==> config.mk <==
export PLATFORM = sky130hd
export DESIGN_NAME = unh_port
export DESIGN_NICKNAME = d
export VERILOG_FILES = /design/src/include/unh_pkg.sv /design/src/logic/unh_port.sv
export SDC_FILE = /design/constraint.sdc
export NUM_CORES = 1
export LEC_CHECK = 0
export BUFFER_PORTS_ARGS = -buffer_cell sky130_fd_sc_hd__buf_2
export CORE_MARGIN = 4
export CORE_UTILIZATION = 51
export CTS_BUF_LIST = sky130_fd_sc_hd__clkbuf_8
export CTS_CLUSTER_DIAMETER = 100
export CTS_CLUSTER_SIZE = 10
export DETAILED_ROUTE_END_ITERATION = 7
export GPL_TIMING_DRIVEN = 0
export PLACE_DENSITY_LB_ADDON = 0.15
export SLEW_MARGIN = 20
export SYNTH_ARGS = -nofsm -noshare
export SYNTH_HDL_FRONTEND = slang
export SYNTH_SLANG_ARGS = --single-unit
==> constraint.sdc <==
create_clock -name clk -period 1.12 [get_ports clk]
set_input_delay 0.224 -clock clk [delete_from_list [all_inputs] [get_ports clk]]
set_output_delay 0.224 -clock clk [all_outputs]
set_load 0.01 [all_outputs]
==> src/include/unh_pkg.sv <==
// Constants and types for the umbilical nibble handshake port
package unh_pkg;
	// Register indices on the local register port
	localparam logic [3:0] UNH_REG_RX_DATA = 4'h0;
	localparam logic [3:0] UNH_REG_TX_DATA = 4'h1;
	localparam logic [3:0] UNH_REG_STATUS = 4'h2;
	// Status register bit positions
	localparam int UNH_ST_RX_FULL = 0;
	localparam int UNH_ST_TX_PEND = 1;
	localparam int UNH_ST_REQ_EVT = 2;
	localparam int UNH_ST_ACK_EVT = 3;
	// Host input word bit positions
	localparam int UNH_HIW_REQ_N = 4;
	localparam int UNH_HIW_ACK = 5;
	// Reset values
	localparam logic [7:0] UNH_DATA_RST = 8'h00;
	localparam logic [7:0] UNH_HIW_RST = 8'h10;
	// Pins driven by the host, asynchronous to clk
	typedef struct packed {
		logic [7:0] data;
		logic host_request;
		logic host_acknowledge;
		logic nibble_select;
	} unh_host_pins_t;
endpackage

==> src/logic/unh_port.sv <==
// Device end of the umbilical byte and nibble handshake port
//
// The implementer's own choices: the register addresses and the address-and-strobe port.
`timescale 1ns/1ps
//////////////////////////////////////////////////////////////////////////////
// Behaviour
// - The port raises port_acknowledge once the host byte is captured.
// - The port drops port_acknowledge once the processor reads the byte.
// - port_request_n is low while a byte waits for the host, else high.
// - The port shows the high nibble on select low and the low on high.
// - On host_acknowledge high the port raises port_request_n, unless a new byte is written in that cycle.
module unh_port
	import unh_pkg::*;
(
	input wire logic clk,
	input wire logic rst,
	input wire unh_host_pins_t host_pins,
	output logic [7:0] host_input_word,
	input wire logic [3:0] reg_addr,
	input wire logic [7:0] reg_wdata,
	input wire logic reg_write,
	input wire logic reg_read,
	output logic [7:0] reg_rdata,
	output logic irq
);

	//////////////////////////////////////////////////////////////////////////
	// Three-stage synchronisers; stage one feeds only stage two
	logic [10:0] sync1;
	logic [10:0] sync2;
	logic [10:0] sync3;
	logic req_f;
	logic ack_f;
	logic sel_f;
	logic req_q;
	logic ack_q;
	logic [7:0] rx_data;
	logic rx_full;
	logic [7:0] tx_data;
	logic tx_pending;
	logic req_evt;
	logic ack_evt;
	logic req_rise;
	logic ack_rise;
	logic rx_take;
	logic tx_load;
	logic st_write;
	logic [7:0] next_rdata;

	always_ff @(posedge clk) begin
		if (rst) begin
			sync1 <= '0;
			sync2 <= '0;
			sync3 <= '0;
		end else begin
			sync1 <= host_pins;
			sync2 <= sync1;
			sync3 <= sync2;
		end
	end

	// Control lines change only when stages two and three agree
	always_ff @(posedge clk) begin
		if (rst) begin
			req_f <= 1'b0;
			ack_f <= 1'b0;
			sel_f <= 1'b0;
		end else begin
			if (sync2[2] == sync3[2]) req_f <= sync3[2];
			if (sync2[1] == sync3[1]) ack_f <= sync3[1];
			if (sync2[0] == sync3[0]) sel_f <= sync3[0];
		end
	end

	// Edge detection on the filtered levels
	always_ff @(posedge clk) begin
		if (rst) begin
			req_q <= 1'b0;
			ack_q <= 1'b0;
		end else begin
			req_q <= req_f;
			ack_q <= ack_f;
		end
	end

	assign req_rise = req_f & ~req_q;
	assign ack_rise = ack_f & ~ack_q;
	assign rx_take = reg_read && reg_addr == UNH_REG_RX_DATA;
	assign tx_load = reg_write && reg_addr == UNH_REG_TX_DATA;
	assign st_write = reg_write && reg_addr == UNH_REG_STATUS;

	//////////////////////////////////////////////////////////////////////////
	// Host to processor: capture on request rise, held until read.
	// Data is stable before the request, and the request takes longer
	// through its filter than the data does, so stage three is safe.
	always_ff @(posedge clk) begin
		if (rst) begin
			rx_data <= UNH_DATA_RST;
			rx_full <= 1'b0;
		end else if (req_rise && !rx_full) begin
			rx_data <= sync3[10:3];
			rx_full <= 1'b1;
		end else if (rx_take) begin
			rx_full <= 1'b0;
		end
	end

	// Processor to host: a new write wins over a same-cycle acknowledge
	always_ff @(posedge clk) begin
		if (rst) begin
			tx_data <= UNH_DATA_RST;
			tx_pending <= 1'b0;
		end else if (tx_load) begin
			tx_data <= reg_wdata;
			tx_pending <= 1'b1;
		end else if (ack_rise) begin
			tx_pending <= 1'b0;
		end
	end

	// Host input word, registered; unused upper bits read as zero
	always_ff @(posedge clk) begin
		if (rst) begin
			host_input_word <= UNH_HIW_RST;
		end else begin
			host_input_word[7:6] <= 2'h0;
			host_input_word[UNH_HIW_ACK] <= rx_full;
			host_input_word[UNH_HIW_REQ_N] <= ~tx_pending;
			host_input_word[3:0] <= sel_f ? tx_data[3:0] : tx_data[7:4];
		end
	end

	//////////////////////////////////////////////////////////////////////////
	// Sticky handshake events; a new edge wins over a clear
	always_ff @(posedge clk) begin
		if (rst) begin
			req_evt <= 1'b0;
			ack_evt <= 1'b0;
		end else begin
			if (req_rise) req_evt <= 1'b1;
			else if (st_write && reg_wdata[UNH_ST_REQ_EVT]) req_evt <= 1'b0;
			if (ack_rise) ack_evt <= 1'b1;
			else if (st_write && reg_wdata[UNH_ST_ACK_EVT]) ack_evt <= 1'b0;
		end
	end

	assign irq = req_evt | ack_evt;

	// Read mux; unmapped addresses read zero
	always_comb begin
		next_rdata = 8'h00;
		case (reg_addr)
			UNH_REG_RX_DATA: next_rdata = rx_data;
			UNH_REG_TX_DATA: next_rdata = tx_data;
			UNH_REG_STATUS: begin
				next_rdata[UNH_ST_RX_FULL] = rx_full;
				next_rdata[UNH_ST_TX_PEND] = tx_pending;
				next_rdata[UNH_ST_REQ_EVT] = req_evt;
				next_rdata[UNH_ST_ACK_EVT] = ack_evt;
			end
			default: next_rdata = 8'h00;
		endcase
	end

	// Read data stands only in the cycle after the strobe
	always_ff @(posedge clk) begin
		if (rst) reg_rdata <= 8'h00;
		else if (reg_read) reg_rdata <= next_rdata;
		else reg_rdata <= 8'h00;
	end
endmodule

; Word-level counts from Yosys, hierarchy flattened
; Cells that the tools add are included.
; Widths: inputs -> output; s select.
[totals]
output_inout_bits = 17
input_bits = 27
reg_bits = 74
[op_classes]
reduce_logical = 13
n_bitwise = 7
eq_ne = 5
n_mux = 11
[ops]
columns = operator, count
row1 = $pmux 4 s3, 1
row2 = $mux 1, 8
row3 = $pmux 4 s2, 1
row4 = $reduce_bool 2->1, 4
row5 = $logic_and 1x1->1, 6
row6 = $eq 4x1->1 const B, 1
row7 = $eq 4x2->1 const B, 1
row8 = $logic_not 4->1, 1
row9 = $mux 4, 1
row10 = $not 1->1, 4
row11 = $eq 1x1->1, 3
row12 = $and 1x1->1, 2
row13 = $reduce_or 2->1, 1
row14 = $logic_not 1->1, 1
row15 = $or 1x1->1, 1

; Longest topological paths before layout
; Gate-level depths: netlist (run 1).
[logic_depth]
word_depth = 5
depth_mapped = 4

; Worst setup path before layout (run 1)
; OpenSTA, ideal clock, no wires.
[synth_timing]
kind = input-to-reg
start = in reg_addr[3]
end = reg tx_data[0]
n_path_buf = 1
setup_slack_ps = -86
path_stages = 4
arrival_time_ps = 1135
cell_sequence = or3b_4 -> nor3b_2 -> buf_6 -> mux2i_1
[synth_via]
elab_chain_cells = 2
[synth_lines]
columns = item, line_no
row1 = from (decl), unh_port.sv:19  ; input wire logic [3:0] reg_addr,
row2 = $eq 4x1->1, unh_port.sv:89  ; assign tx_load = reg_write && reg_addr == UNH_REG_TX_DATA;
row3 = $logic_and 1x1->1, unh_port.sv:89
row4 = to (signal assigned), unh_port.sv:114  ; tx_data <= reg_wdata;
row5 = to (decl), unh_port.sv:39  ; logic [7:0] tx_data;
; Every way passes these cells.
; A chain may end at the register's enable or synchronous reset.

; Worst setup path in the final report (run 1)
[layout_timing]
start = reg req_evt
end = out irq
[layout_via]
elab_chain_cells = 1
[layout_lines]
columns = item, line_no
row1 = from (decl), unh_port.sv:41  ; logic req_evt;
row2 = from (signal assigned), unh_port.sv:137  ; req_evt <= 1'b0;
row3 = from (signal assigned), unh_port.sv:140  ; if (req_rise) req_evt <= 1'b1;
row4 = from (signal assigned), unh_port.sv:141  ; else if (st_write && reg_wdata[UNH_ST_REQ_EVT]) req_evt <= 1'b0;
row5 = $or 1x1->1, unh_port.sv:147  ; assign irq = req_evt | ack_evt;
row6 = to (decl), unh_port.sv:24  ; output logic irq
; Every way passes these cells.

==> results.tsv, run 1 <==
metric	value	unit
grt_usage	16.0	%
drc_errors	0	
grt_pass1_wl	7200	um
violations	negative setup slack	
startpoint	req_evt	
clock_path_buffers	2	
period_share	111	%
synth_top_area_share	59.2	%
reg2reg_depth	4	
cts_buffers	9	
synthTopCellsByArea	dfxtp_1, mux2i_1, nor2b_1, nand2b_1, nor2_1	
r2r_setup_slack	-0.06	ns
root_buffer	clkbuf_8	
synth_area	0.00243	mm^2
reg2reg_from	rx_full	
synthCells	223	
timing.rr.end	rx_data[0]	
synth_edf_count	0	
die_height	77.1	um
post_drt_via_cell_ratio	4.74	
grt_max_degree	13	
netlist-cell-type-count	27	
seqPwrFrac	55.4	%
crit_type	reg2out	
worst_slack	-0.121	ns
firstDrtPassIters	5	
portBuffers	40	
grt_pass1_vias	1575	
finalSetupViolCount	7	
worst_setup_path_end_kind	primary output	
hpwl	2900	um
antenna_found_initial	0	
outcome	complete, but fails checks	
place_area	0.00271	mm^2
fin_nets	305	
power_switching	0.00101	W
combPwrFrac	4.5	%
switching_share	21.3	%
avgSynthCellArea	10.9	um^2
p_int	0.00373	W
power.leakage	1.21	nW
die_x	77.1	um
synthArstFlopShare	0	%
finalHoldViolations	0	
timing.fmax	0.806	GHz
diodes	0	
synth_largest_area_cell	dfxtp_1	
avgRoutedWirePerCell	12.5	um
fin_skew	0.00641	ns
drt_iter0_drc	71	
clock_latency	0.33	ns
regArea	0.00145	mm^2
power_frac_clock	40.1	%
die-area	0.00594	mm^2
cts_tree	done	
synth_flop_cell	dfxtp_1	
design_area	0.00296	mm^2
pwr_density_cell	1600	mW/mm^2
multi_input_area	940	um^2
synth_seq_cells	72	
route.vias.total	1588	
grt-ovfl-total	0	
min_period	1.24	ns
required	0.90	ns
path_clk_slew	0.07	ns
cp.arrival	1.02	ns
cp-start-kind	flip-flop	
start_util	54.4	%
core_region_area	0.00447	mm^2
ir_worst_vdd	0.937	mV
hp-class	in2reg	
syn2layout_area_growth	21.6	%
ant_nets	0	
rsz0062_at_grt	yes	
nFillCells	370	
htreeDepth	3	
finalPower	0.00474	W
routed_wl	4200	um
clock-sinks	72	
crit_path_end	irq	
pin_count	44	
yosysSeqAreaShare	59.2	%
routabilityCongestion	0.760	
num_rows	24	
slew_viol_final	0	
path_max_fanout	2	
synth_warnings	0	
timing.max_cap.violations	0	
drive_above_1_share	26.1	%
-- worst min-delay path by stage --
stage | start | end | slack [ns] | cells past startpoint
floorplan | host_pins[0] | sync1[0] | 0.35 | 1
global placement | tx_pending | host_input_word[4] | 0.41 | 1
detailed placement | tx_pending | host_input_word[4] | 0.40 | 1
CTS | host_pins[8] | sync1[8] | 0.07 | 2
global route | host_pins[3] | sync1[3] | 0.07 | 2
finish | host_pins[8] | sync1[8] | 0.09 | 2
-- kinds of logic (layout without fill, tap and decap cells) --
kind of cell / count (synthesis) / count (layout) / synth area share, %
AND/OR/NAND/NOR: 91 / 91 / 21.8
flip-flops: 72 / 72 / 59.2
multiplexers: 28 / 28 / 11.5
AO/OA/AOI/OAI: 16 / 16 / 4.27
buffers and inverters: 15 / 74 / 3.03
other: 1 / 2 / 0.154
-- power by group through the flow --
stage | logic [W] | clock network (W) | registers, W
floorplan | 0.000135 | 0 | 0.00268
global placement | 0.000208 | 0 | 0.00269
detailed placement | 0.000212 | 0 | 0.00269
CTS | 0.000215 | 0.00197 | 0.00263
global route | 0.000237 | 0.00211 | 0.00263
finish | 0.000212 | 0.00190 | 0.00263
-- cells in the mapped netlist (2+ instances only) --
master and n:
buf_4 2, o21ai_0 3, a2bb2oi_1 4, nand2_1 3
nor2_1 21, nand2b_1 19, dfxtp_1 72, nand3b_1 2
nor2b_1 37, o21ai_1 2, mux2i_1 28, clkbuf_1 10
a21oi_1 5, buf_2 2
-- area by class of cell --
cell class | count | share of cell area, %
buffer | 14 | 2.58
sequential | 72 | 49.0
timing repair buffer | 44 | 8.11
multi-input combinational | 137 | 31.7
tap | 52 | 2.20
clock buffer | 9 | 4.18
clock inverter | 7 | 2.20
-- through the flow --
stage | hold slack (ns) | utilization, % | setup WS (ns) | std cells | setup TNS, ns
5_1_grt | 0.0686 | 66.2 | -0.161 | 335 | -0.768
4_1_cts | 0.0683 | 66.0 | -0.132 | 336 | -0.143
3_5_place_dp | 0.401 | 60.5 | -0.252 | 316 | -7.28
2_1_floorplan | 0.352 | - | -0.0662 | 224 | -0.543
3_3_place_gp | 0.409 | 60.5 | -0.245 | 316 | -6.29
6_report | 0.0909 | 66.2 | -0.121 | 335 | -0.255
-- what timing repair did --
item                       CTS  global route
resized for setup           13             3
setup buffers                3             0
gates cloned                 1             0
hold buffers                 0             0
setup endpoints to repair   10            14
pin swaps                    2             2
-- per-layer routing --
layer  part of all wire (%)  up-vias  GRT usage (%)
li1                       -      829              -
met1                     44      706           17.7
met3                    7.4        5           8.43
met4                    1.0        0           6.76
met2                     47       48           25.7
met5                      0        -              0
-- registers in the layout, indices dropped and copies added (netlist names) --
signal,cells
ack_evt,1
sel_f,1
ack_q,1
req_q,1
tx_pending,1
req_f,1
req_evt,1
reg_rdata,8
ack_f,1
sync2,11
tx_data,8
rx_full,1
sync3,11
sync1,11
host_input_word,6
rx_data,8
-- layout by cell type, fill, tap and decap left out --
cell type,count
inv_1,2
buf_2,40
nand3b_1,2
conb_1,2
clkinv_4,2
or3_4,1
nor2_1,21
and2_1,1
buf_6,4
buf_4,5
a2bb2oi_1,4
mux2i_1,27
a211o_1,1
clkbuf_1,9
nor3_1,1
o21ai_1,2
nor3b_2,1
or3b_1,1
nor4_1,1
bufinv_16,1
dfxtp_1,67
mux2i_2,1
or3b_4,1
clkinv_2,2
nor3b_4,1
nand2b_1,19
o21ba_1,1
o21ai_0,3
dfxtp_2,4
or2_4,1
nor2b_1,37
a21oi_1,5
clkbuf_8,9
nand2_1,3
dfxtp_4,1
-- worst max-delay path, stage by stage (launching register included) --
cell and delay [ns]:
dfxtp_2 0.32, or2_4 0.24, buf_6 0.12
Power figures use the tool's default switching activity.
==> inputs of run 2 (changes only) <==
- CORE_UTILIZATION: 51 -> 38
==> results.tsv, run 2 (same netlist as run 1, synthesis figures left out) <==
metric	value	unit
outcome	complete, but fails checks	
violations	negative setup slack	
grt_max_degree	14	
min_period	1.25	ns
pwr_density_cell	1690	mW/mm^2
dp.cells	339	
hpwl	2970	um
layout_common_cells	dfxtp_1, buf_2, nor2b_1, mux2i_1, nor2_1	
start_util	40.2	%
avgRoutedWirePerCell	12.2	um
finalHoldViolations	0	
timing.max_cap.violations	0	
routabilityCongestion	0.754	
diodes	0	
clock-sinks	72	
ir_worst_vdd	0.913	mV
slew_viol_final	0	
startpoint	ack_evt	
grt_pass1_vias	1523	
final_cells	356	
cts_buffers	9	
clock_path_buffers	2	
dpl_worst_slack	-0.283	ns
route.vias.total	1534	
grt_usage	12.5	%
clock_latency	0.34	ns
firstDrtPassIters	4	
cp_top_family	flip-flops	
cp-start-kind	flip-flop	
drive_above_1_share	26.0	%
reg2reg_from	req_f	
fin_skew	0.00611	ns
fin_nets	303	
syn2layout_area_growth	24.3	%
drc_errors	0	
grt_pass1_wl	7070	um
required	0.90	ns
critPathMaxStageDelay	0.32	ns
portBuffers	40	
cts_tree	done	
die_height	88.0	um
power.leakage	1.21	nW
drt_iter0_drc	23	
cts_hold_buffers	0	
die-area	0.00775	mm^2
finalSetupViolCount	9	
post_drt_via_cell_ratio	4.31	
core_region_area	0.00606	mm^2
routed_wl	4340	um
num_rows	28	
die_x	88.0	um
rsz0062_at_grt	yes	
timing.fmax	0.802	GHz
hp-class	in2reg	
path_cells	or2_4 -> buf_6	
worstHoldStart	host_pins[9]	
crit_type	reg2out	
path_clk_slew	0.07	ns
worst_setup_path_end_kind	primary output	
grt-ovfl-total	0	
antenna_found_initial	0	
ant_nets	0	
cpMaxStageDelayCell	dfxtp_2	
period_share	111	%
worst_slack	-0.126	ns
pin_count	44	
root_buffer	clkbuf_8	
cp.arrival	1.02	ns
layout_commonest_cell	dfxtp_1	
worst-path-buf-inv	1	
reg_top3	sync1: 11 flops, sync2: 11 flops, sync3: 11 flops	
htreeDepth	3	
path_max_fanout	2	
==> run 2: cell types whose count changed in the layout (fill, tap and decap cells not counted), moves of 2 or more <==
cell     change
buf_4        -2
dfxtp_1      +2
dfxtp_2      -2
inv_1        -2
==> run 2: final cells by class <==
type | instances | area [um^2]
multi-input cells | 137 | 953
repair buffers | 42 | 225
fillers | 559 | 3040
clock buffers | 10 | 138
well taps | 75 | 93.8
flip-flops and latches | 72 | 1450
plain buffers | 14 | 76.3
clock inverters | 6 | 91.3
==> run 2: path summary, 6_finish.rpt <==
path / to / slack (ns) / cells after the start
setup / recovery: irq / -0.13 / 2
setup reg to reg: rx_data[1] / -0.03 / 4
hold reg to reg: host_input_word[4] / 0.41 / 1
hold / removal: sync1[9] / 0.08 / 2
==> run 2: routing by layer <==
metal  track usage, %  vias up  wire, um
met5                0        -         0
met4             6.18        0        94
met3             5.83       10       370
met2             19.9       43      1840
met1             14.0      656      2040
li1                 -      825         -
==> run 2: report_power, final <==
part,total (W),switching [W],leakage (nW),internal [W]
Sequential,0.00262,0.0000145,0.588,0.00261
Combinational,0.000218,0.000108,0.509,0.000110
Clock,0.00227,0.000944,0.117,0.00132
Total,0.00511,0.00107,1.21,0.00405
==> run 2: per-stage QoR <==
stage	area (um^2)	setup TNS (ns)	hold slack (ns)	utilization, %	power (W)
2_1_floorplan	2440	-0.543	0.352	-	0.00282
3_3_place_gp	2730	-8.35	0.402	45.1	0.00290
3_5_place_dp	2730	-10.19	0.396	45.1	0.00290
4_1_cts	3010	-0.207	0.0671	49.6	0.00518
5_1_grt	3030	-0.912	0.0652	49.9	0.00533
6_report	3030	-0.302	0.0832	49.9	0.00511
==> run 2: timing repair <==
item	in CTS	in global routing
gates resized for setup	11	5
hold endpoints to repair	0	0
pin swaps	1	1
gates cloned	1	0
setup endpoints to repair	10	14
setup buffers	1	0
==> run 2: worst register-to-register path: cells and delay by family (launching register included) <==
kind / cells / cell delay [ns]
simple gates: 2 / 0.30
buf+inv: 1 / 0.18
mux: 1 / 0.19
flops: 1 / 0.37
==> inputs of run 3 (changes only) <==
- CORE_UTILIZATION: 38 -> 27
==> results.tsv, run 3 (same netlist as run 1, synthesis figures left out) <==
metric	value	unit
clock-sinks	72	
cts_buffers	9	
hold-worst-slack	0.0846	ns
fin_skew	0.00949	ns
power.leakage	1.21	nW
worstMarginPinSlew	0.528	ns
portBuffers	40	
die_x	103	um
regArea	0.00145	mm^2
die_height	103	um
reg2reg_from	rx_full	
start_util	27.8	%
multi_input_area	942	um^2
rsz0062_at_grt	yes	
violations	negative setup slack	
slew-limit-headroom	64.8	%
worst_slack	-0.154	ns
cts_hold_buffers	0	
layout_common_cells	dfxtp_1, buf_2, nor2b_1, mux2i_1, nor2_1	
cp.arrival	1.05	ns
timing.max_cap.violations	0	
final_cells	389	
pwr_density_cell	1680	mW/mm^2
hpwl	3340	um
worstHoldStart	host_pins[0]	
finalHoldViolations	0	
route.vias.total	1549	
drive_above_1_share	26.0	%
routabilityCongestion	0.775	
period_share	114	%
grt_max_degree	14	
crit_type	reg2out	
outcome	complete, but fails checks	
nFillCells	930	
path_max_fanout	3	
htreeDepth	3	
drc_errors	0	
dpl_worst_slack	-0.291	ns
path_clk_slew	0.08	ns
grt_pass1_vias	1568	
layout_commonest_cell	dfxtp_1	
required	0.90	ns
cp-start-kind	flip-flop	
post_drt_via_cell_ratio	3.98	
drt_iter0_drc	13	
min_period	1.27	ns
hp-class	in2reg	
ant_nets	0	
pin_count	44	
startpoint	req_evt	
avgRoutedWirePerCell	12.0	um
clock_path_buffers	2	
finalSetupViolCount	6	
slew_viol_final	0	
cts_tree	done	
finalPower	0.00515	W
die-area	0.0106	mm^2
reg_top3	sync1: 11 flops, sync2: 11 flops, sync3: 11 flops	
grt_pass1_wl	7700	um
antenna_found_initial	0	
worst_setup_path_end_kind	primary output	
dp.cells	372	
syn2layout_area_growth	25.7	%
diodes	0	
routed_wl	4680	um
fin_nets	303	
core_region_area	0.00876	mm^2
grt-ovfl-total	0	
num_rows	34	
ir_worst_vdd	0.620	mV
root_buffer	clkbuf_8	
timing.fmax	0.785	GHz
grt_usage	9.67	%
firstDrtPassIters	4	
clock_latency	0.34	ns
[run 3: changes by cell type in the layout (fill, tap and decap cells not counted)]
cell	change
nor2_1	+1
nor2_2	-1
dfxtp_1	-1
dfxtp_4	+1
nor4_2	+1
nor4_4	-1
[run 3: repair_timing]
action	CTS	global route
cloned	1	0
setup endpoints to repair	10	12
setup buffers	0	1
pin swaps	1	3
resized for setup	10	5
[run 3: cell type report]
class                           instances  share of cell area (%)
Buffer                                 14                    2.49
Clock buffer                           10                    4.50
Clock inverter                          6                    2.99
Multi-Input combinational cell        137                    30.8
Sequential cell                        72                    47.4
Tap cell                              108                    4.42
Timing Repair Buffer                   42                    7.36
[run 3: worst max-delay path, cell delays in order, from the launching register on]
cell and delay, ns:
dfxtp_2 0.34, or2_4 0.25, buf_6 0.12
[run 3: metal layers]
layer,global-route usage [%],wire [um]
met1,11.8,2180
met2,14.8,2040
met3,4.74,393
met4,3.39,72
met5,0,0
[run 3: report_power, final]
group	switching, W	internal (W)
combinational	0.000108	0.000110
sequential	0.0000152	0.00261
clock	0.000982	0.00133
[run 3: final timing paths]
check | cells past startpoint | slack [ns] | endpoint
worst max register to register | 4 | -0.01 | rx_data[1]
worst min register to register | 1 | 0.43 | host_input_word[4]
worst min-delay path | 2 | 0.08 | sync1[0]
worst max-delay path | 2 | -0.15 | irq
[run 3: stage by stage]
step	util, %	instance area [um^2]	setup TNS (ns)
after floorplan	-	2440	-0.543
after global placement	31.7	2780	-11.83
after detailed placement	31.7	2780	-11.90
after CTS	34.7	3040	-0.156
after global routing	34.9	3060	-0.760
final	34.9	3060	-0.209
